<file path="config.mk">
export PLATFORM = sky130hd
export DESIGN_NAME = t0sp_top
export DESIGN_NICKNAME = d
export VERILOG_FILES = /design/src/rtl/t0sp_pkg.sv /design/src/rtl/t0sp_sync.sv /design/src/rtl/t0sp_top.sv
export SDC_FILE = /design/constraint.sdc
export NUM_CORES = 1
export LEC_CHECK = 0
export ABC_AREA = 1
export BUFFER_PORTS_ARGS = -buffer_cell sky130_fd_sc_hd__buf_2
export CORE_MARGIN = 10
export CORE_UTILIZATION = 60
export DETAILED_ROUTE_END_ITERATION = 12
export PLACE_DENSITY = 0.83
export SKIP_CTS_REPAIR_TIMING = 1
export SYNTH_ARGS = -nofsm -noshare
export SYNTH_HDL_FRONTEND = slang
export SYNTH_SLANG_ARGS = --single-unit
</file>
<file path="constraint.sdc">
create_clock -name CLK -period 4.4 [get_ports CLK]
set_input_delay 0.66 -clock CLK [delete_from_list [all_inputs] [get_ports CLK]]
set_output_delay 0.66 -clock CLK [all_outputs]
set_load 0.05 [all_outputs]
</file>
<file path="src/rtl/t0sp_pkg.sv">
// Constants and types for the timer with its shared scaler.
// Assumes a 200 MHz oscillator clock, four phases to one instruction cycle.
package t0sp_pkg;

  // Register addresses (9-bit data space, mirrors included)
  localparam logic [8:0] ADDR_COUNT_A = 9'h001;
  localparam logic [8:0] ADDR_COUNT_B = 9'h101;
  localparam logic [8:0] ADDR_IRQCTL_A = 9'h00B;
  localparam logic [8:0] ADDR_IRQCTL_B = 9'h08B;
  localparam logic [8:0] ADDR_IRQCTL_C = 9'h10B;
  localparam logic [8:0] ADDR_IRQCTL_D = 9'h18B;
  localparam logic [8:0] ADDR_OPTION_A = 9'h081;
  localparam logic [8:0] ADDR_OPTION_B = 9'h181;
  localparam logic [8:0] ADDR_PORTA_DIR = 9'h085;

  // Option configuration fields
  localparam int unsigned OPT_SRC_BIT = 5;
  localparam int unsigned OPT_EDGE_BIT = 4;
  localparam int unsigned OPT_ASSIGN_BIT = 3;
  localparam int unsigned RATIO_W = 3;

  // Interrupt control fields
  localparam int unsigned IC_GIE_BIT = 7;
  localparam int unsigned IC_OVF_EN_BIT = 5;
  localparam int unsigned IC_OVF_FLAG_BIT = 2;

  // Reset values and counting constants
  localparam logic [7:0] OPT_RESET = 8'hFF;
  localparam logic [7:0] IC_RESET = 8'h00;
  localparam logic [7:0] IC_KEEP_MASK = 8'h01;
  localparam logic [5:0] DIR_RESET = 6'h3F;
  localparam logic [7:0] COUNT_POR = 8'h00;
  localparam logic [7:0] COUNT_MAX = 8'hFF;
  localparam logic [7:0] SCALER_ONE = 8'h01;
  localparam logic [7:0] READ_NONE = 8'h00;

  // Oscillator phases
  localparam logic [1:0] PHASE_Q1 = 2'h0;
  localparam logic [1:0] PHASE_Q2 = 2'h1;
  localparam logic [1:0] PHASE_Q4 = 2'h3;
  localparam logic [1:0] PHASE_STEP = 2'h1;

  // Increment hold-off after a counter write, in instruction cycles
  localparam logic [1:0] INHIBIT_CYCLES = 2'h2;
  localparam logic [1:0] INHIBIT_STEP = 2'h1;
  localparam logic [1:0] INHIBIT_NONE = 2'h0;

  typedef struct packed {
    logic [8:0] addr;
    logic [7:0] wdata;
    logic wr;
    logic rd;
  } t0sp_bus_t;

  typedef struct packed {
    logic stage_a;
    logic stage_b;
  } t0sp_sync_t;

  typedef struct packed {
    logic [1:0] phase;
    logic [7:0] count;
    logic [7:0] irqctl;
    logic [7:0] option;
    logic [5:0] dir;
    logic [7:0] scaler;
    logic pol_d;
    logic sync_d;
    logic [1:0] inhibit;
    logic [7:0] rdata;
    logic irq;
    logic wdt_evt;
  } t0sp_state_t;

endpackage : t0sp_pkg

</file>
<file path="src/rtl/t0sp_sync.sv">
// Phase sampler for the scaler output.
// Assumes sample enables are one-cycle pulses on the second and fourth phase.
`timescale 1ns/100ps
`default_nettype none
module t0sp_sync (
  // Clock and reset
  input wire logic clk,
  input wire logic rstn,
  // Sampling
  input wire logic d,
  input wire logic smp_a,
  input wire logic smp_b,
  output logic q
);

  t0sp_pkg::t0sp_sync_t s_r;
  t0sp_pkg::t0sp_sync_t s_nxt;

  always_comb begin
    s_nxt = s_r;
    if (smp_a) begin
      s_nxt.stage_a = d;
    end
    if (smp_b) begin
      s_nxt.stage_b = s_r.stage_a;
    end
    if (!rstn) begin
      s_nxt = '0;
    end
  end

  always_ff @(posedge clk) begin
    s_r <= s_nxt;
  end

  assign q = s_r.stage_b;

  a_sample_hold: assert property (@(posedge clk) disable iff (!rstn)
    !smp_a && !smp_b |=> $stable(s_r)) else $error("sampler moved off phase");

  a_second_stage: assert property (@(posedge clk) disable iff (!rstn)
    smp_b ##1 rstn |-> s_r.stage_b == $past(s_r.stage_a))
    else $error("second stage missed first");

endmodule : t0sp_sync
`default_nettype wire

</file>
<file path="src/rtl/t0sp_top.sv">
// Eight-bit timer/counter with a scaler shared with the watchdog.
// Assumes a register port with one-cycle strobes and read data a cycle later,
// a watchdog core that pulses its base tick and its clear instruction.
//
// Local design decision: strobed register access.
`timescale 1ns/100ps
`default_nettype none
module t0sp_top (
  // Clock and reset
  input wire logic CLK,
  input wire logic RSTN,
  input wire logic POWER_ON,
  // Register port
  input wire logic [8:0] ADDR,
  input wire logic [7:0] WDATA,
  input wire logic WR,
  input wire logic RD,
  output logic [7:0] RDATA,
  // External count input
  input wire logic EXT_COUNT_INPUT,
  // Watchdog core
  input wire logic WDT_TICK,
  input wire logic WDT_CLEAR,
  output logic WDT_TIMEOUT,
  // Status
  output logic OVF_IRQ,
  output logic [5:0] PORTA_DIR
);

  t0sp_pkg::t0sp_state_t s_r;
  t0sp_pkg::t0sp_state_t s_nxt;
  t0sp_pkg::t0sp_bus_t bus;

  logic inst_tick;
  logic q2_tick;
  logic src_ext;
  logic edge_fall;
  logic to_wdt;
  logic [2:0] ratio;
  logic pol;
  logic pol_rise;
  logic ps_out;
  logic sync_q;
  logic sync_rise;
  logic [8:0] tmr_mask_w;
  logic [8:0] wdt_mask_w;
  logic [7:0] tmr_mask;
  logic [7:0] wdt_mask;
  logic tmr_term;
  logic wdt_term;
  logic scaler_evt;
  logic inc_evt;
  logic inc_ok;
  logic ovf;
  logic hit_count;
  logic hit_irqctl;
  logic hit_option;
  logic hit_dir;
  logic count_write;

  localparam logic [7:0] SCALER_INC = t0sp_pkg::SCALER_ONE;

  assign bus = '{addr: ADDR, wdata: WDATA, wr: WR, rd: RD};

  // Address decode
  assign hit_count = (bus.addr == t0sp_pkg::ADDR_COUNT_A)
                   || (bus.addr == t0sp_pkg::ADDR_COUNT_B);
  assign hit_irqctl = (bus.addr == t0sp_pkg::ADDR_IRQCTL_A)
                    || (bus.addr == t0sp_pkg::ADDR_IRQCTL_B)
                    || (bus.addr == t0sp_pkg::ADDR_IRQCTL_C)
                    || (bus.addr == t0sp_pkg::ADDR_IRQCTL_D);
  assign hit_option = (bus.addr == t0sp_pkg::ADDR_OPTION_A)
                    || (bus.addr == t0sp_pkg::ADDR_OPTION_B);
  assign hit_dir = (bus.addr == t0sp_pkg::ADDR_PORTA_DIR);
  assign count_write = bus.wr && hit_count;

  // Option fields
  assign src_ext = s_r.option[t0sp_pkg::OPT_SRC_BIT];
  assign edge_fall = s_r.option[t0sp_pkg::OPT_EDGE_BIT];
  assign to_wdt = s_r.option[t0sp_pkg::OPT_ASSIGN_BIT];
  assign ratio = s_r.option[t0sp_pkg::RATIO_W-1:0];

  // Phases
  assign inst_tick = (s_r.phase == t0sp_pkg::PHASE_Q4);
  assign q2_tick = (s_r.phase == t0sp_pkg::PHASE_Q2);

  // Edge polarity and prescaler output
  assign pol = EXT_COUNT_INPUT ^ edge_fall;
  assign pol_rise = pol && !s_r.pol_d;
  assign ps_out = to_wdt ? pol : s_r.scaler[ratio];

  t0sp_sync u_sync (
    .clk(CLK),
    .rstn(RSTN),
    .d(ps_out),
    .smp_a(q2_tick),
    .smp_b(inst_tick),
    .q(sync_q)
  );

  assign sync_rise = inst_tick && sync_q && !s_r.sync_d;

  // Ratio masks
  assign tmr_mask_w = (9'h002 << ratio) - 9'h001;
  assign wdt_mask_w = (9'h001 << ratio) - 9'h001;
  assign tmr_mask = tmr_mask_w[7:0];
  assign wdt_mask = wdt_mask_w[7:0];
  assign tmr_term = &(s_r.scaler | ~tmr_mask);
  assign wdt_term = &(s_r.scaler | ~wdt_mask);

  // Scaler source follows its single owner
  assign scaler_evt = to_wdt ? WDT_TICK : (src_ext ? pol_rise : inst_tick);
  assign inc_evt = src_ext ? sync_rise : (inst_tick && (to_wdt || tmr_term));
  assign inc_ok = inc_evt && (s_r.inhibit == t0sp_pkg::INHIBIT_NONE);
  assign ovf = inc_ok && (s_r.count == t0sp_pkg::COUNT_MAX) && !count_write;

  always_comb begin
    s_nxt = s_r;
    s_nxt.phase = s_r.phase + t0sp_pkg::PHASE_STEP;
    s_nxt.pol_d = pol;
    s_nxt.wdt_evt = 1'b0;
    if (inst_tick) begin
      s_nxt.sync_d = sync_q;
    end
    // Scaler count, cleared by its owner
    if (scaler_evt) begin
      s_nxt.scaler = s_r.scaler + t0sp_pkg::SCALER_ONE;
    end
    if (to_wdt && WDT_TICK && wdt_term) begin
      s_nxt.wdt_evt = 1'b1;
    end
    if (!to_wdt && count_write) begin
      s_nxt.scaler = '0;
    end
    if (to_wdt && WDT_CLEAR) begin
      s_nxt.scaler = '0;
    end
    // Increment hold-off
    if (inst_tick && (s_r.inhibit != t0sp_pkg::INHIBIT_NONE)) begin
      s_nxt.inhibit = s_r.inhibit - t0sp_pkg::INHIBIT_STEP;
    end
    if (inc_ok) begin
      s_nxt.count = s_r.count + SCALER_INC;
    end
    // Register writes
    if (bus.wr) begin
      if (hit_count) begin
        s_nxt.count = bus.wdata;
        s_nxt.inhibit = t0sp_pkg::INHIBIT_CYCLES;
      end
      if (hit_irqctl) begin
        s_nxt.irqctl = bus.wdata;
      end
      if (hit_option) begin
        s_nxt.option = bus.wdata;
      end
      if (hit_dir) begin
        s_nxt.dir = bus.wdata[5:0];
      end
    end
    // Overflow flag: set wins over a clearing write
    if (ovf) begin
      s_nxt.irqctl[t0sp_pkg::IC_OVF_FLAG_BIT] = 1'b1;
    end
    // Read data, scaler never visible
    s_nxt.rdata = t0sp_pkg::READ_NONE;
    if (bus.rd) begin
      if (hit_count) begin
        s_nxt.rdata = s_r.count;
      end else if (hit_irqctl) begin
        s_nxt.rdata = s_r.irqctl;
      end else if (hit_option) begin
        s_nxt.rdata = s_r.option;
      end else if (hit_dir) begin
        s_nxt.rdata = {2'h0, s_r.dir};
      end
    end
    s_nxt.irq = s_r.irqctl[t0sp_pkg::IC_OVF_FLAG_BIT]
              && s_r.irqctl[t0sp_pkg::IC_OVF_EN_BIT]
              && s_r.irqctl[t0sp_pkg::IC_GIE_BIT];
    // Synchronous reset
    if (!RSTN) begin
      s_nxt.phase = t0sp_pkg::PHASE_Q1;
      s_nxt.irqctl = t0sp_pkg::IC_RESET | (s_r.irqctl & t0sp_pkg::IC_KEEP_MASK);
      s_nxt.option = t0sp_pkg::OPT_RESET;
      s_nxt.dir = t0sp_pkg::DIR_RESET;
      s_nxt.scaler = '0;
      s_nxt.pol_d = pol;
      s_nxt.sync_d = 1'b0;
      // Hold-off masks a false sampler edge after reset
      s_nxt.inhibit = t0sp_pkg::INHIBIT_CYCLES;
      s_nxt.rdata = t0sp_pkg::READ_NONE;
      s_nxt.irq = 1'b0;
      s_nxt.wdt_evt = 1'b0;
      s_nxt.count = POWER_ON ? t0sp_pkg::COUNT_POR : s_r.count;
    end
  end

  always_ff @(posedge CLK) begin
    s_r <= s_nxt;
  end

  assign RDATA = s_r.rdata;
  assign OVF_IRQ = s_r.irq;
  assign WDT_TIMEOUT = s_r.wdt_evt;
  assign PORTA_DIR = s_r.dir;

  // Checks
  a_option_reset: assert property (@(posedge CLK)
    !RSTN |=> s_r.option == t0sp_pkg::OPT_RESET) else $error("option not all ones");

  a_count_kept: assert property (@(posedge CLK)
    !RSTN && !POWER_ON |=> $stable(s_r.count)) else $error("count lost on reset");

  a_write_clears: assert property (@(posedge CLK) disable iff (!RSTN)
    count_write && !to_wdt |=> s_r.scaler == '0) else $error("scaler kept on write");

  a_wdt_clears: assert property (@(posedge CLK) disable iff (!RSTN)
    WDT_CLEAR && to_wdt |=> s_r.scaler == '0) else $error("scaler kept on clear");

  a_write_holds: assert property (@(posedge CLK) disable iff (!RSTN)
    count_write ##1 !count_write [*8] |-> $stable(s_r.count))
    else $error("count moved in hold-off");

  a_internal_rate: assert property (@(posedge CLK) disable iff (!RSTN)
    inst_tick && !src_ext && to_wdt && !count_write && s_r.inhibit == 2'h0
    |=> s_r.count == $past(s_r.count) + 8'h01) else $error("missed cycle count");

  a_ext_sync: assert property (@(posedge CLK) disable iff (!RSTN)
    src_ext && inc_ok |-> sync_q && inst_tick) else $error("count before sync");

  a_passthrough: assert property (@(posedge CLK) disable iff (!RSTN)
    to_wdt |-> ps_out == (EXT_COUNT_INPUT ^ edge_fall))
    else $error("input not passed through");

  a_overflow: assert property (@(posedge CLK) disable iff (!RSTN)
    ovf |=> s_r.irqctl[t0sp_pkg::IC_OVF_FLAG_BIT] && s_r.count == 8'h00)
    else $error("overflow flag missed");

  a_mirror_read: assert property (@(posedge CLK) disable iff (!RSTN)
    bus.rd && hit_count |=> RDATA == $past(s_r.count)) else $error("mirror read wrong");

  a_tmr_divide: assert property (@(posedge CLK) disable iff (!RSTN)
    !src_ext && !to_wdt && inc_evt |-> (s_r.scaler & tmr_mask) == tmr_mask)
    else $error("ratio decode wrong");

  a_rdata_idle: assert property (@(posedge CLK) disable iff (!RSTN)
    !bus.rd |=> RDATA == t0sp_pkg::READ_NONE)
    else $error("read data not idle");

  a_unmapped_read: assert property (@(posedge CLK) disable iff (!RSTN)
    bus.rd && !(hit_count || hit_irqctl || hit_option || hit_dir)
    |=> RDATA == t0sp_pkg::READ_NONE) else $error("unmapped read not zero");

  a_irq_raise: assert property (@(posedge CLK) disable iff (!RSTN)
    s_r.irqctl[t0sp_pkg::IC_OVF_FLAG_BIT] && s_r.irqctl[t0sp_pkg::IC_OVF_EN_BIT]
    && s_r.irqctl[t0sp_pkg::IC_GIE_BIT] |=> OVF_IRQ) else $error("irq line missing");

  a_irq_mask: assert property (@(posedge CLK) disable iff (!RSTN)
    !(s_r.irqctl[t0sp_pkg::IC_OVF_FLAG_BIT] && s_r.irqctl[t0sp_pkg::IC_OVF_EN_BIT]
    && s_r.irqctl[t0sp_pkg::IC_GIE_BIT]) |=> !OVF_IRQ) else $error("irq not masked");

  a_flag_source: assert property (@(posedge CLK) disable iff (!RSTN)
    $rose(s_r.irqctl[t0sp_pkg::IC_OVF_FLAG_BIT]) && !$past(bus.wr)
    |-> $past(s_r.count) == t0sp_pkg::COUNT_MAX) else $error("flag without rollover");

  a_dir_write: assert property (@(posedge CLK) disable iff (!RSTN)
    bus.wr && hit_dir |=> PORTA_DIR == $past(WDATA[5:0]))
    else $error("direction write lost");

  a_option_write: assert property (@(posedge CLK) disable iff (!RSTN)
    bus.wr && hit_option |=> s_r.option == $past(WDATA))
    else $error("option write lost");

  a_count_write: assert property (@(posedge CLK) disable iff (!RSTN)
    count_write |=> s_r.count == $past(WDATA) && s_r.inhibit == t0sp_pkg::INHIBIT_CYCLES)
    else $error("count write lost");

  a_count_still: assert property (@(posedge CLK) disable iff (!RSTN)
    !inc_ok && !count_write |=> $stable(s_r.count))
    else $error("count moved unasked");

  a_single_step: assert property (@(posedge CLK) disable iff (!RSTN)
    inc_ok |=> !inc_ok) else $error("double increment");

  a_ext_delay: assert property (@(posedge CLK) disable iff (!RSTN)
    src_ext && inc_ok |-> !$past(sync_q, 4)) else $error("edge not synchronised");

  a_wdt_source: assert property (@(posedge CLK) disable iff (!RSTN)
    WDT_TIMEOUT |-> $past(WDT_TICK) && $past(to_wdt))
    else $error("timeout without tick");

  a_timer_owns: assert property (@(posedge CLK) disable iff (!RSTN)
    !to_wdt |=> !WDT_TIMEOUT) else $error("timeout while timer owns");

  a_reset_outputs: assert property (@(posedge CLK)
    !RSTN |=> RDATA == t0sp_pkg::READ_NONE && !OVF_IRQ && !WDT_TIMEOUT
    && PORTA_DIR == t0sp_pkg::DIR_RESET) else $error("outputs not reset");

  c_overflow: cover property (@(posedge CLK) disable iff (!RSTN) ovf);
  c_ext_count: cover property (@(posedge CLK) disable iff (!RSTN) src_ext && inc_ok);
  c_wdt_out: cover property (@(posedge CLK) disable iff (!RSTN) s_r.wdt_evt);
  c_reassign: cover property (@(posedge CLK) disable iff (!RSTN) $changed(to_wdt));

endmodule : t0sp_top
`default_nettype wire

</file>
After elaboration in Yosys (flattened, before gate mapping)
Cells that the tools add are included.
{ "totals": {"memories": 0, "ram_bits": 0, "reg_bits": 56, "out_inout_bits": 16, "word_cells": 110, "latchBits": 0, "romBits": 0} }
{ "op_classes": {"muxes": 28, "eq_ne": 12, "order_cmp": 1, "n_mul": 0, "n_addsub": 6, "shifts": 2, "n_bitwise": 6, "reduce_logical": 39, "n_div": 0} }
{ "ops": {"columns": ["operator", "count"], "rows": [
  ["$mux W8", 12],
  ["$mux W52", 1],
  ["$eq A9 B9 Y1 const B", 4],
  ["$mux W30", 1],
  ["$eq A9 B8 Y1 const B", 3],
  ["$add A8 B1 Y8 const B", 2],
  ["$not A8 Y8", 2],
  ["$or A8 B8 Y8", 2],
  ["$reduce_and A8 Y1", 2],
  ["$sub A8 B1 Y8 const B", 2],
  ["$logic_and A1 B1 Y1", 15],
  ["$mux W6", 2],
  ["$reduce_and A2 Y1", 5],
  ["$eq A9 B1 Y1 const B", 1],
  ["$eq A9 B4 Y1 const B", 1],
  ["$eq A8 B8 Y1 const B", 1],
  ["$mux W1", 8],
  ["$reduce_bool A2 Y1", 4],
  ["$shl A1 B3 Y8 const A", 1],
  ["$shl A2 B3 Y8 const A", 1],
  ["$logic_or A1 B1 Y1", 6],
  ["$mux W2", 3],
  ["$logic_not A1 Y1", 4],
  ["$lt A3 B4 Y1 const B", 1],
  ["other kinds (10)", 10]
]} }

Logic depth before layout (Yosys ltp)
Gate-level depths: netlist of run 1.
{ "depth": {"word_depth": 14, "ltp_mapped": 20, "depth_no_buf": 20} }

Modules after synthesis
A second synthesis of run 1 with hierarchy kept.
{ "unflattened": {"cells_unflattened": 437, "hier_area_um2": 3057.9} }
{ "by_module_without_submodules": {"columns": ["module", "n_inst", "area_each_um2", "cells_per_inst"], "rows": [
  ["t0sp_top", 1, 2977.9, 425],
  ["t0sp_sync", 1, 80.1, 12]
]} }

Worst setup path after synthesis of run 1
OpenSTA, ideal clock, no wires.
{ "synth_path": {"path_type": "flip-flop to flip-flop", "startpoint": "register s_r (netlist bit ratio[0])", "endpoint": "register s_r[49] (netlist bit), data pin", "path_slack_ns": 2.381, "arrival_time_ns": 1.769, "required_ns": 4.151, "setup_ns": 0.249, "path_stages_with_launch": 19, "cell_sequence": "dfxtp_1 -> nand2_1 -> inv_1 -> nand2_1 -> ha_1 -> inv_1 -> nand3_1 -> a21oi_1 -> nor2_1 -> nand2_1 -> nand2_1 -> nand2_1 -> nand2_2 -> nand2_4 -> inv_4 -> nand2_1 -> nand3_1 -> nand2_1 -> inv_1"} }
{ "synth_via": {"elab_chain_len": 13} }
{ "synth_rtl": {"columns": ["item", "line_no", "text"], "rows": [
  ["from (decl)", "t0sp_top.sv:30", "t0sp_pkg::t0sp_state_t s_r;"],
  ["from (signal assigned)", "t0sp_top.sv:200", "s_r <= s_nxt;"],
  ["$shl A2 B3 Y8 (*)", "t0sp_top.sv:104", "assign tmr_mask_w = (9'h002 << ratio) - 9'h001;"],
  ["$sub A8 B1 Y8 (*)", "t0sp_top.sv:104", null],
  ["$not A8 Y8 (*)", "t0sp_top.sv:108", "assign tmr_term = &(s_r.scaler | ~tmr_mask);"],
  ["$or A8 B8 Y8 (*)", "t0sp_top.sv:108", null],
  ["$reduce_and A8 Y1 (*)", "t0sp_top.sv:108", null],
  ["$logic_or A1 B1 Y1 (*)", "t0sp_top.sv:113", "assign inc_evt = src_ext ? sync_rise : (inst_tick && (to_wdt || tmr_term));"],
  ["$logic_and A1 B1 Y1 (*)", "t0sp_top.sv:113", null],
  ["$mux W1 (*)", "t0sp_top.sv:113", null],
  ["$logic_and A1 B1 Y1 (*)", "t0sp_top.sv:114", "assign inc_ok = inc_evt && (s_r.inhibit == t0sp_pkg::INHIBIT_NONE);"],
  ["$mux W8 (*)", "t0sp_top.sv:142", "if (inc_ok) begin"],
  ["$mux W8", "t0sp_top.sv:147", "if (hit_count) begin"],
  ["$mux W30 (*)", "t0sp_top.sv:146", "if (bus.wr) begin"],
  ["$mux W52 (*)", "t0sp_top.sv:182", "if (!RSTN) begin"]
]} }
Mark *: on every way between the ends. The rest lies on a longest branch, timed or not. The select of a mux whose other input is x is not followed.
A chain may end at the register's enable or synchronous reset.

Worst setup path after layout of run 1
Same ends and word-level chain as after synthesis.

==> results of run 1 <==
-- power by group through the flow --
| stage | clock network, W | logic [W] | registers, W |
|---|---|---|---|
| after floorplan | 0 | 0.0000476 | 0.000553 |
| after CTS | 0.000290 | 0.0000728 | 0.000544 |
| after global placement | 0 | 0.0000710 | 0.000556 |
| after detailed placement | 0 | 0.0000727 | 0.000556 |
| after global routing | 0.000313 | 0.0000837 | 0.000547 |
| final | 0.000287 | 0.0000734 | 0.000545 |
-- path summary, 6_finish.rpt --
kind | to | slack (ns) | cells past startpoint
worst max-delay path | s_r[49] | 1.99 | 17
worst min-delay path | s_r[52] | 0.46 | 1
worst max register to register | s_r[49] | 1.99 | 17
worst min register to register | s_r[52] | 0.46 | 1
-- state kept, by name, indices dropped and copies added (netlist names) --
register,flops
OVF_IRQ,1
u_sync.q,1
WDT_TIMEOUT,1
s_r,34
edge_fall,1
ratio,3
RDATA,8
u_sync.s_r,1
PORTA_DIR,6
-- Yosys cell counts (all sizes together) --
master   count
nand2       77
nand4        4
o22ai        2
buf         16
clkbuf       7
edfxtp       9
a31oi        3
a21oi       26
inv         60
clkinv       2
a211oi      13
o211ai       5
ha           6
xor2         6
o21a         1
nor4         2
nand3       28
o21ai       38
o2111ai      3
a22oi        1
nor2        39
nor3         9
xnor2        2
or2          3
dfxtp       47
-- cells by family (layout without fill, tap and decap cells) --
group,after synthesis,count (layout),synth area share [%]
flops,56,56,40.7
compound gates,92,92,17.9
buf+inv,85,110,12.7
fa+ha+maj,6,6,2.52
xor+xnor,8,8,2.35
simple gates,162,162,23.9
-- final cells by class --
cell class,instances,area (sq um),area share (%)
flip-flops and latches,56,1210,37.8
multi-input cells,268,1390,43.3
clock buffers,5,68.8,2.15
clock inverters,3,20.0,0.624
well taps,67,83.8,2.61
inverters,62,235,7.33
repair buffers,40,200,6.24
-- metrics by stage --
step | instances | hold slack (ns) | utilization, % | total power, W
5_1_grt | 501 | 0.501 | 67.5 | 0.000943
4_1_cts | 501 | 0.467 | 67.5 | 0.000907
3_5_place_dp | 493 | 0.442 | 65.6 | 0.000629
3_3_place_gp | 493 | 0.435 | 65.6 | 0.000627
2_1_floorplan | 409 | 0.421 | - | 0.000600
6_report | 501 | 0.464 | 67.5 | 0.000905
-- worst register-to-register path, cell delays in order, from the launching register on --
cell and delay [ns]:
dfxtp_1 0.39, nor2_2 0.25, nand2_2 0.10, ha_1 0.27, inv_1 0.09, nand3_1 0.10, a21oi_1 0.18, nor2_1 0.06
nand2_1 0.05, nand2_1 0.04, nand2_1 0.07, nand2_2 0.09, nand2_4 0.13, inv_4 0.07, nand2_1 0.06, nand3_1 0.06
nand2_1 0.09, inv_1 0.05
-- layer usage --
metal / global-route usage, % / vias to the layer above / share of wire, %
li1: - / 1386 / -
met1: 21.1 / 1227 / 43
met2: 27.2 / 103 / 47
met3: 4.49 / 18 / 7.2
met4: 6.63 / 0 / 2.5
met5: 0 / - / 0
==> metrics.md, run 1 <==
| Metric | Value |
|---|---|
| Mapped Nets | 440 |
| Worst-margin pin slew | 0.698 ns |
| Final Slew Violations | 0 |
| CTS tree | built |
| Max H-tree Level | 2 |
| Wirelength per Cell | 14.2 um |
| DP Area | 0.00312 sq mm |
| Internal Power | 0.000675 W |
| Share of cells above drive strength 1 | 15.2% |
| Total grt overflow | 0 |
| First-pass GRT wire length | 11,700 um |
| Unrepaired setup endpoints after global routing | no |
| Outcome | complete, no violations |
| Post-Syn Area | 0.00298 sq mm |
| Max-Cap Viols | 0 |
| Clk sinks | 56 |
| Max Freq | 0.415 GHz |
| Vias in the first global route | 2,529 |
| Max_slew headroom | 53.4% |
| Fillers | 457 |
| Place WS | 1.90 ns |
| Clock buffer depth | 2 |
| Seq/Total Area, Yosys | 40.7% |
| Top-area cell type share of the netlist area | 31.6% |
| DR DRC count | 0 |
| Slowest-stage cell, CP | dfxtp_1 |
| Cell area after layout | ~0.0032 sq mm |
| Period utilisation layout | 54.8% |
| Final layout net count | 464 |
| Die Area | 0.00818 sq mm |
| Crit. Startpoint | ratio[0] |
| Synth Warn # | 0 |
| Setup Skew | 0.0128 ns |
| Reg-to-Reg Start | ratio[0] |
| Clock Latency Late Sink | roughly 0.31 ns |
| First-iteration detailed-routing DRC count | 229 |
| Clock Pin Slew Worst Setup and Hold Paths | 0.10 ns |
| Final setup violation count | 0 |
| Via Count | roughly 2,700 |
| Synth cell types | 36 |
| CTS Root Cell | clkbuf_8 |
| Largest cells by area after synthesis | dfxtp_1 (32%), nand2_1 (9.2%), edfxtp_1 (9.1%) |
| Vias per inst | 5.46 |
| Cts bufs inserted | 5 |
| Most common cell after layout, fill and taps aside | nand2_1 |
| Mapped Cells | 409 |
| Clock power frac | between 30% and 40% |
| Crit path max-delay family | simple AND/OR/NAND/NOR gates |
| Initial DRT Pass Iterations | 5 |
| # IOs | about 40 |
| Syn-to-layout area delta | 7.78% |
| Seq cells post-synth | 56 |
| CP most frequent cell | nand2_1 |
| Worst Hold Class | reg -> reg |
| Mean Syn Cell Area | 7.28 sq um |
| Crit path capture type | register |
| LEAKAGE | 1.55 nW |
| Critical path class | reg -> reg |
| Hold Crit Start | s_r[52] |
| Placeable Area | 0.00475 sq mm |
| Total wire length | 7100 um |
| Power density over cell area | 282 mW/mm^2 |
| Antenna diodes | 0 |
| Die Y | 90.4 um |
| WP data arrival | 2.49 ns |
| Flop pwr share | 60.2% |
| Post-DRT Antenna Nets | 0 |
| VDD IR max | 0.000254 V |
| Yosys top cell by area | dfxtp_1 |
| Initial Utilization | 62.6% |
| Switch Pwr | roughly 0.00023 W |
| WP buf/inv | 3 |
| GRT Total Usage | roughly 17% |
| Die Width | 90.4 um |
| Largest net degree at the start of global routing | 25 |
| Sw frac | between 20% and 30% |
| Most frequent cells in the layout | nand2_1 (73), inv_1 (54), dfxtp_1 (47) |
| WP data required | between 4 and 5 ns |
| RePlAce Congestion | 0.899 |
| Critical Path Max Stage Delay | 0.39 ns |
| Crit-path max FO | 9 |
| CP cell instances | nor2_2 > nand2_2 > ha_1 > inv_1 > nand3_1 > a21oi_1 > nor2_1 > nand2_1 > nand2_1 > nand2_1 > nand2_2 > nand2_4 > inv_4 > nand2_1 > nand3_1 > nand2_1 > inv_1 |
| Site Rows | 25 |
| Antenna violations before repair | 0 |
| Final worst setup slack | ~2 ns |
| Setup crit start kind | register |
| Setup TNS | 0 ns |
| Fin. Hold Viols | 0 |
| Detailed placement HPWL | 5480 um |
| Comb power frac | ~8.1% |
| Port bufs | 40 |
| Tmin final | about 2.4 ns |
No activity file was read; power rests on OpenSTA's default activity.
==> run 2, diff against run 1 <==
CORE_UTILIZATION = 57   (was 60)
PLACE_DENSITY = 0.79   (was 0.83)
clock period = 2.27 ns   (was 4.4 ns; I/O delays follow)
==> metrics.md, run 2 (synthesized netlist as in run 1, its figures left out) <==
| Metric | Value |
|---|---|
| Share of cells above drive strength 1 | roughly a fifth |
| Wirelength per Cell | 14.8 um |
| Cell area after layout | 0.00333 sq mm |
| Outcome | complete, no violations |
| # IOs | 41 |
| Worst Hold Class | in -> reg |
| Critical Path Max Stage Delay | 0.38 ns |
| Most flops, register | s_r |
| Number of flip-flops in the largest register | 34 |
| Vias in the first global route | 2,633 |
| Initial Utilization | around three fifths |
| Crit-path max FO | 8 |
| Placeable Area | roughly 0.005 sq mm |
| Final Slew Violations | 0 |
| CTS Root Cell | clkbuf_8 |
| Clock Pin Slew Worst Setup and Hold Paths | 0.10 ns |
| Crit. Startpoint | ratio[1] |
| R2R setup slack | 0.15 ns |
| Max H-tree Level | 2 |
| Final layout net count | 475 |
| First-pass GRT wire length | 12,500 um |
| Setup Skew | 0.00956 ns |
| Fillers | 461 |
| Max Freq | roughly 0.47 GHz |
| First-iteration detailed-routing DRC count | 318 |
| Final worst setup slack | 0.146 ns |
| Slowest-stage cell, CP | dfxtp_4 |
| Port bufs | 40 |
| Crit path capture type | register |
| LEAKAGE | around 1.6 nW |
| Antenna diodes | 0 |
| Site Rows | 26 |
| GRT Total Usage | 17.9% |
| WP data arrival | 2.22 ns |
| Setup crit start kind | register |
| Tmin final | 2.12 ns |
| Total wire length | 7640 um |
| Most common cell after layout, fill and taps aside | nand2_1 |
| Clk sinks | 56 |
| Total grt overflow | 0 |
| Hold Crit Start | EXT_COUNT_INPUT |
| Crit path max-delay family | simple AND/OR/NAND/NOR gates |
| Setup TNS | 0 ns |
| DR DRC count | 0 |
| RePlAce Congestion | 0.911 |
| Place WS | 0.00420 ns |
| Detailed placement HPWL | 5730 um |
| Power density over cell area | 527 mW/mm^2 |
| Reg-to-Reg Start | ratio[1] |
| Final Total Pwr | 0.00176 W |
| Die Area | between 0.008 and 0.009 sq mm |
| CTS tree | built |
| Post-DRT Antenna Nets | 0 |
| Vias per inst | 5.49 |
| Clock buffer depth | 2 |
| Critical path class | reg -> reg |
| Max-Cap Viols | 0 |
| WP data required | 2.36 ns |
| Final setup violation count | 0 |
| Die Width | 92.3 um |
| DP Area | 0.00318 sq mm |
| Worst-margin pin slew | approximately 0.48 ns |
| Largest net degree at the start of global routing | 19 |
| Antenna violations before repair | 0 |
| Syn-to-layout area delta | 11.9% |
| Worst R2R End | s_r[46] |
| CP most frequent cell | nand2_1 |
| Cts bufs inserted | 5 |
| Worst Setup EP | s_r[46] |
| Clock Latency Late Sink | 0.32 ns |
| Most frequent cells in the layout | nand2_1 (70), inv_1 (53), dfxtp_1 (45) |
| Period utilisation layout | ~94% |
| Die Y | 92.3 um |
| VDD IR max | 0.000404 V |
| Max_slew headroom | between 60% and 70% |
| CP cell instances | inv_2 > nand2_2 > inv_2 > nand2_2 > ha_4 > inv_1 > nand3_2 > a21oi_2 > nor2_1 > nand2_1 > nand2_1 > nand2_1 > nand2_2 > nand2_4 > inv_4 > nand2_1 > nand3_1 > nand2_1 > inv_1 |
| Via Count | 2,828 |
| Cells on worst reg2reg path | 19 |
| Initial DRT Pass Iterations | 5 |
| Fin. Hold Viols | 0 |
| WP buf/inv | 5 |
| Crit path depth | 19 |
-- run 2: cell types whose count changed in the layout (fill, tap and decap cells not counted), moves of 2 or more --
cell     previous run  this run
dfxtp_1            47        45
buf_4               0        10
nand2_2             3         7
nand2_1            73        70
dfxtp_4             0         2
-- run 2: how the worst min path moves through the flow --
stage / to / slack [ns] / cells past startpoint
floorplan: s_r[52] / 0.42 / 1
global placement: s_r[52] / 0.44 / 1
detailed placement: s_r[52] / 0.46 / 1
CTS: s_r[13] / 0.24 / 2
global route: s_r[13] / 0.25 / 2
finish: s_r[13] / 0.25 / 2
-- run 2: layout make-up --
cell class	count	area, sq um	share of cell area (%)
sequential	56	1220	36.6
inverter	62	235	7.06
clock buffer	5	68.8	2.07
multi-input combinational	269	1430	42.9
timing repair buffer	50	275	8.26
clock inverter	3	17.5	0.526
tap	70	87.6	2.63
-- run 2: report_power, final --
group / switching, W / internal (W) / leakage (nW) / total [W]
sequential: 0.0000231 / 0.00103 / 0.478 / 0.00105
clock: 0.000337 / 0.000217 / 0.0460 / 0.000553
combinational: 0.0000921 / 0.0000564 / 1.07 / 0.000148
-- run 2: per-stage QoR --
step / std cells / hold WS (ns) / util, %
5_1_grt: 515 / 0.248 / 65.7
3_3_place_gp: 504 / 0.437 / 62.7
2_1_floorplan: 409 / 0.421 / -
4_1_cts: 512 / 0.237 / 64.4
3_5_place_dp: 504 / 0.457 / 62.7
6_report: 515 / 0.246 / 65.7
-- run 2: metal layers --
layer	share of wire [%]	vias up	global-route usage (%)
li1	-	1412	-
met2	47	104	28.2
met5	0	-	0
met1	44	1290	22.8
met3	7.0	22	4.89
met4	1.8	0	6.43
==> run 3, diff against run 2 <==
MAX_ROUTING_LAYER = met4   (was unset)
==> metrics.md, run 3 (synthesized netlist as in run 1, its figures left out) <==
| Metric | Value |
|---|---|
| Worst Hold Class | in -> reg |
| Vias in the first global route | 2,610 |
| Comb power frac | 8.0% |
| Tmin final | 2.11 ns |
| CP most frequent cell | nand2_1 |
| Power density over cell area | 559 mW/mm^2 |
| Max H-tree Level | 2 |
| Met2 Usage GRT | 27.6% |
| Total wire length | 7830 um |
| Setup crit start kind | register |
| Most used routing layer | met2 |
| Flop pwr share | 56.1% |
| VDD IR max | ~0.00042 V |
| Crit path depth | 18 |
| CP cell instances | inv_2 > nand2_2 > inv_2 > nand2_1 > ha_4 > nor2_1 > nor2_1 > nand3_1 > nor2_1 > nand2_1 > nand2_1 > nand2_1 > nand2_2 > nand2_4 > nand2_1 > nand3_1 > nand2_1 > inv_1 |
| Switch Pwr | 0.000463 W |
| Clock power frac | between 30% and 40% |
| Worst-margin pin slew | 0.472 ns |
| Detailed placement HPWL | around 5700 um |
| Die Y | a little over 90 um |
| Final Slew Violations | 0 |
| First-iteration detailed-routing DRC count | about 330 |
| Die Width | 92.3 um |
| Clock Latency Late Sink | around 0.32 ns |
| Crit path capture type | register |
| Placed Cells | just over 500 |
| R2R setup slack | 0.16 ns |
| First-pass GRT wire length | 12,500 um |
| Antenna diodes | 0 |
| Cells on worst reg2reg path | 18 |
| LEAKAGE | 1.61 nW |
| Fillers | 442 |
| Initial DRT Pass Iterations | 5 |
| Non-Filler Instances | 516 |
| Crit. Startpoint | ratio[1] |
| Most flops, register | s_r |
| Via Count | 2,863 |
| Cts bufs inserted | 5 |
| Clk sinks | 56 |
| Sw frac | 24.6% |
| DR DRC count | 0 |
| CTS Root Cell | clkbuf_8 |
| Syn-to-layout area delta | 12.9% |
| Final Total Pwr | 0.00188 W |
| Antenna violations before repair | 0 |
| Max_slew headroom | 68.5% |
| Die Area | 0.00851 sq mm |
| Final setup violation count | 0 |
| Site Rows | 26 |
| Port bufs | 40 |
| Most frequent cells in the layout | nand2_1 (72), inv_1 (52), dfxtp_1 (45) |
| WP data required | approximately 2.4 ns |
| Max-Cap Viols | 0 |
| RePlAce Congestion | 0.918 |
| Post-DRT Antenna Nets | 0 |
| WP data arrival | 2.20 ns |
| Cell area after layout | 0.00336 sq mm |
| Reg-to-Reg Start | ratio[1] |
| Critical Path Max Stage Delay | ~0.38 ns |
| Final layout net count | ~480 |
| Clock Pin Slew Worst Setup and Hold Paths | 0.10 ns |
| CTS tree | built |
| Clock buffer depth | 2 |
| Setup Skew | 0.00483 ns |
| Max Freq | approximately 0.47 GHz |
| Worst Setup EP | s_r[46] |
| Number of flip-flops in the largest register | 34 |
| WP buf/inv | 3 |
| Slowest-stage cell, CP | dfxtp_4 |
| Critical path class | reg -> reg |
| Initial Utilization | between 50% and 60% |
| WHS | ~0.24 ns |
| Share of the core filled with cells | roughly two thirds |
| Worst R2R End | s_r[46] |
| Total grt overflow | 0 |
| DP Area | 0.00318 sq mm |
| GRT Total Usage | a little under a fifth |
| Share of cells above drive strength 1 | 19.1% |
| Met1 Usage GRT | between 20% and 30% |
| Most common cell after layout, fill and taps aside | nand2_1 |
| # IOs | 41 |
| Vias per inst | between 5 and 6 |
| Crit-path max FO | 5 |
| Wirelength per Cell | 15.2 um |
| Period utilisation layout | between 90 and 100% |
| Largest net degree at the start of global routing | 19 |
| Fin. Hold Viols | 0 |
| Internal Power | 0.00142 W |
| Placeable Area | between 0.005 and 0.006 sq mm |
| Global routing usage on met3 | 4.97% |
| Crit path max-delay family | simple AND/OR/NAND/NOR gates |
| Outcome | complete, no violations |
==> run 3: cell count changes in the layout (fill, tap and decap cells not counted), sizes merged <==
cell,before,now
inv,61,60
buf,50,51
bufinv,0,1
==> run 3: stage by stage <==
step                worst slack (ns)  setup TNS, ns
global placement              0.0665              0
floorplan                      0.251              0
detailed placement           -0.0117        -0.0241
finish                         0.161              0
global route                 -0.0195        -0.0433
CTS                          -0.0203        -0.0901
==> run 3: metal layers <==
| layer | share of wire (%) | vias to the layer above |
|---|---|---|
| met5 | 0 | - |
| met4 | 2.5 | 0 |
| met3 | 7.6 | 21 |
| met2 | 46 | 133 |
| met1 | 44 | 1299 |
| li1 | - | 1410 |
==> run 3: how the worst min path moves through the flow <==
stage / depth (start not counted) / from / slack [ns] / endpoint
5_1_grt: 2 / EXT_COUNT_INPUT / 0.24 / s_r[13]
6_report: 2 / EXT_COUNT_INPUT / 0.24 / s_r[13]
3_5_place_dp: 2 / s_r[37] / 0.46 / s_r[37]
4_1_cts: 2 / EXT_COUNT_INPUT / 0.24 / s_r[13]
2_1_floorplan: 1 / s_r[52] / 0.42 / s_r[52]
3_3_place_gp: 1 / s_r[52] / 0.44 / s_r[52]
==> run 3: power groups by stage <==
stage | Sequential [W] | Combinational (W) | Clock [W]
2_1_floorplan | 0.00107 | 0.0000922 | 0
3_3_place_gp | 0.00108 | 0.000141 | 0
3_5_place_dp | 0.00108 | 0.000145 | 0
6_report | 0.00105 | 0.000150 | 0.000674
5_1_grt | 0.00106 | 0.000170 | 0.000713
4_1_cts | 0.00106 | 0.000146 | 0.000668
==> run 3: worst reg2reg max path, cell delays in order, from the launching register on <==
cell	delay (ns)
dfxtp_4	0.38
inv_2	0.07
nand2_2	0.06
inv_2	0.07
nand2_1	0.09
ha_4	0.28
nor2_1	0.03
nor2_1	0.09
nand3_1	0.09
nor2_1	0.09
nand2_1	0.05
nand2_1	0.05
nand2_1	0.06
nand2_2	0.11
nand2_4	0.08
nand2_1	0.07
nand3_1	0.08
nand2_1	0.08
inv_1	0.04
==> run 3: area by class of cell <==
class	instances	area, sq um	share of cell area [%]
clock inverter	3	42.5	1.27
clock buffer	5	68.8	2.05
timing repair buffer	51	283	8.42
tap	70	87.6	2.61
sequential	56	1220	36.3
multi-input combinational	269	1420	42.4
inverter	62	235	7.00
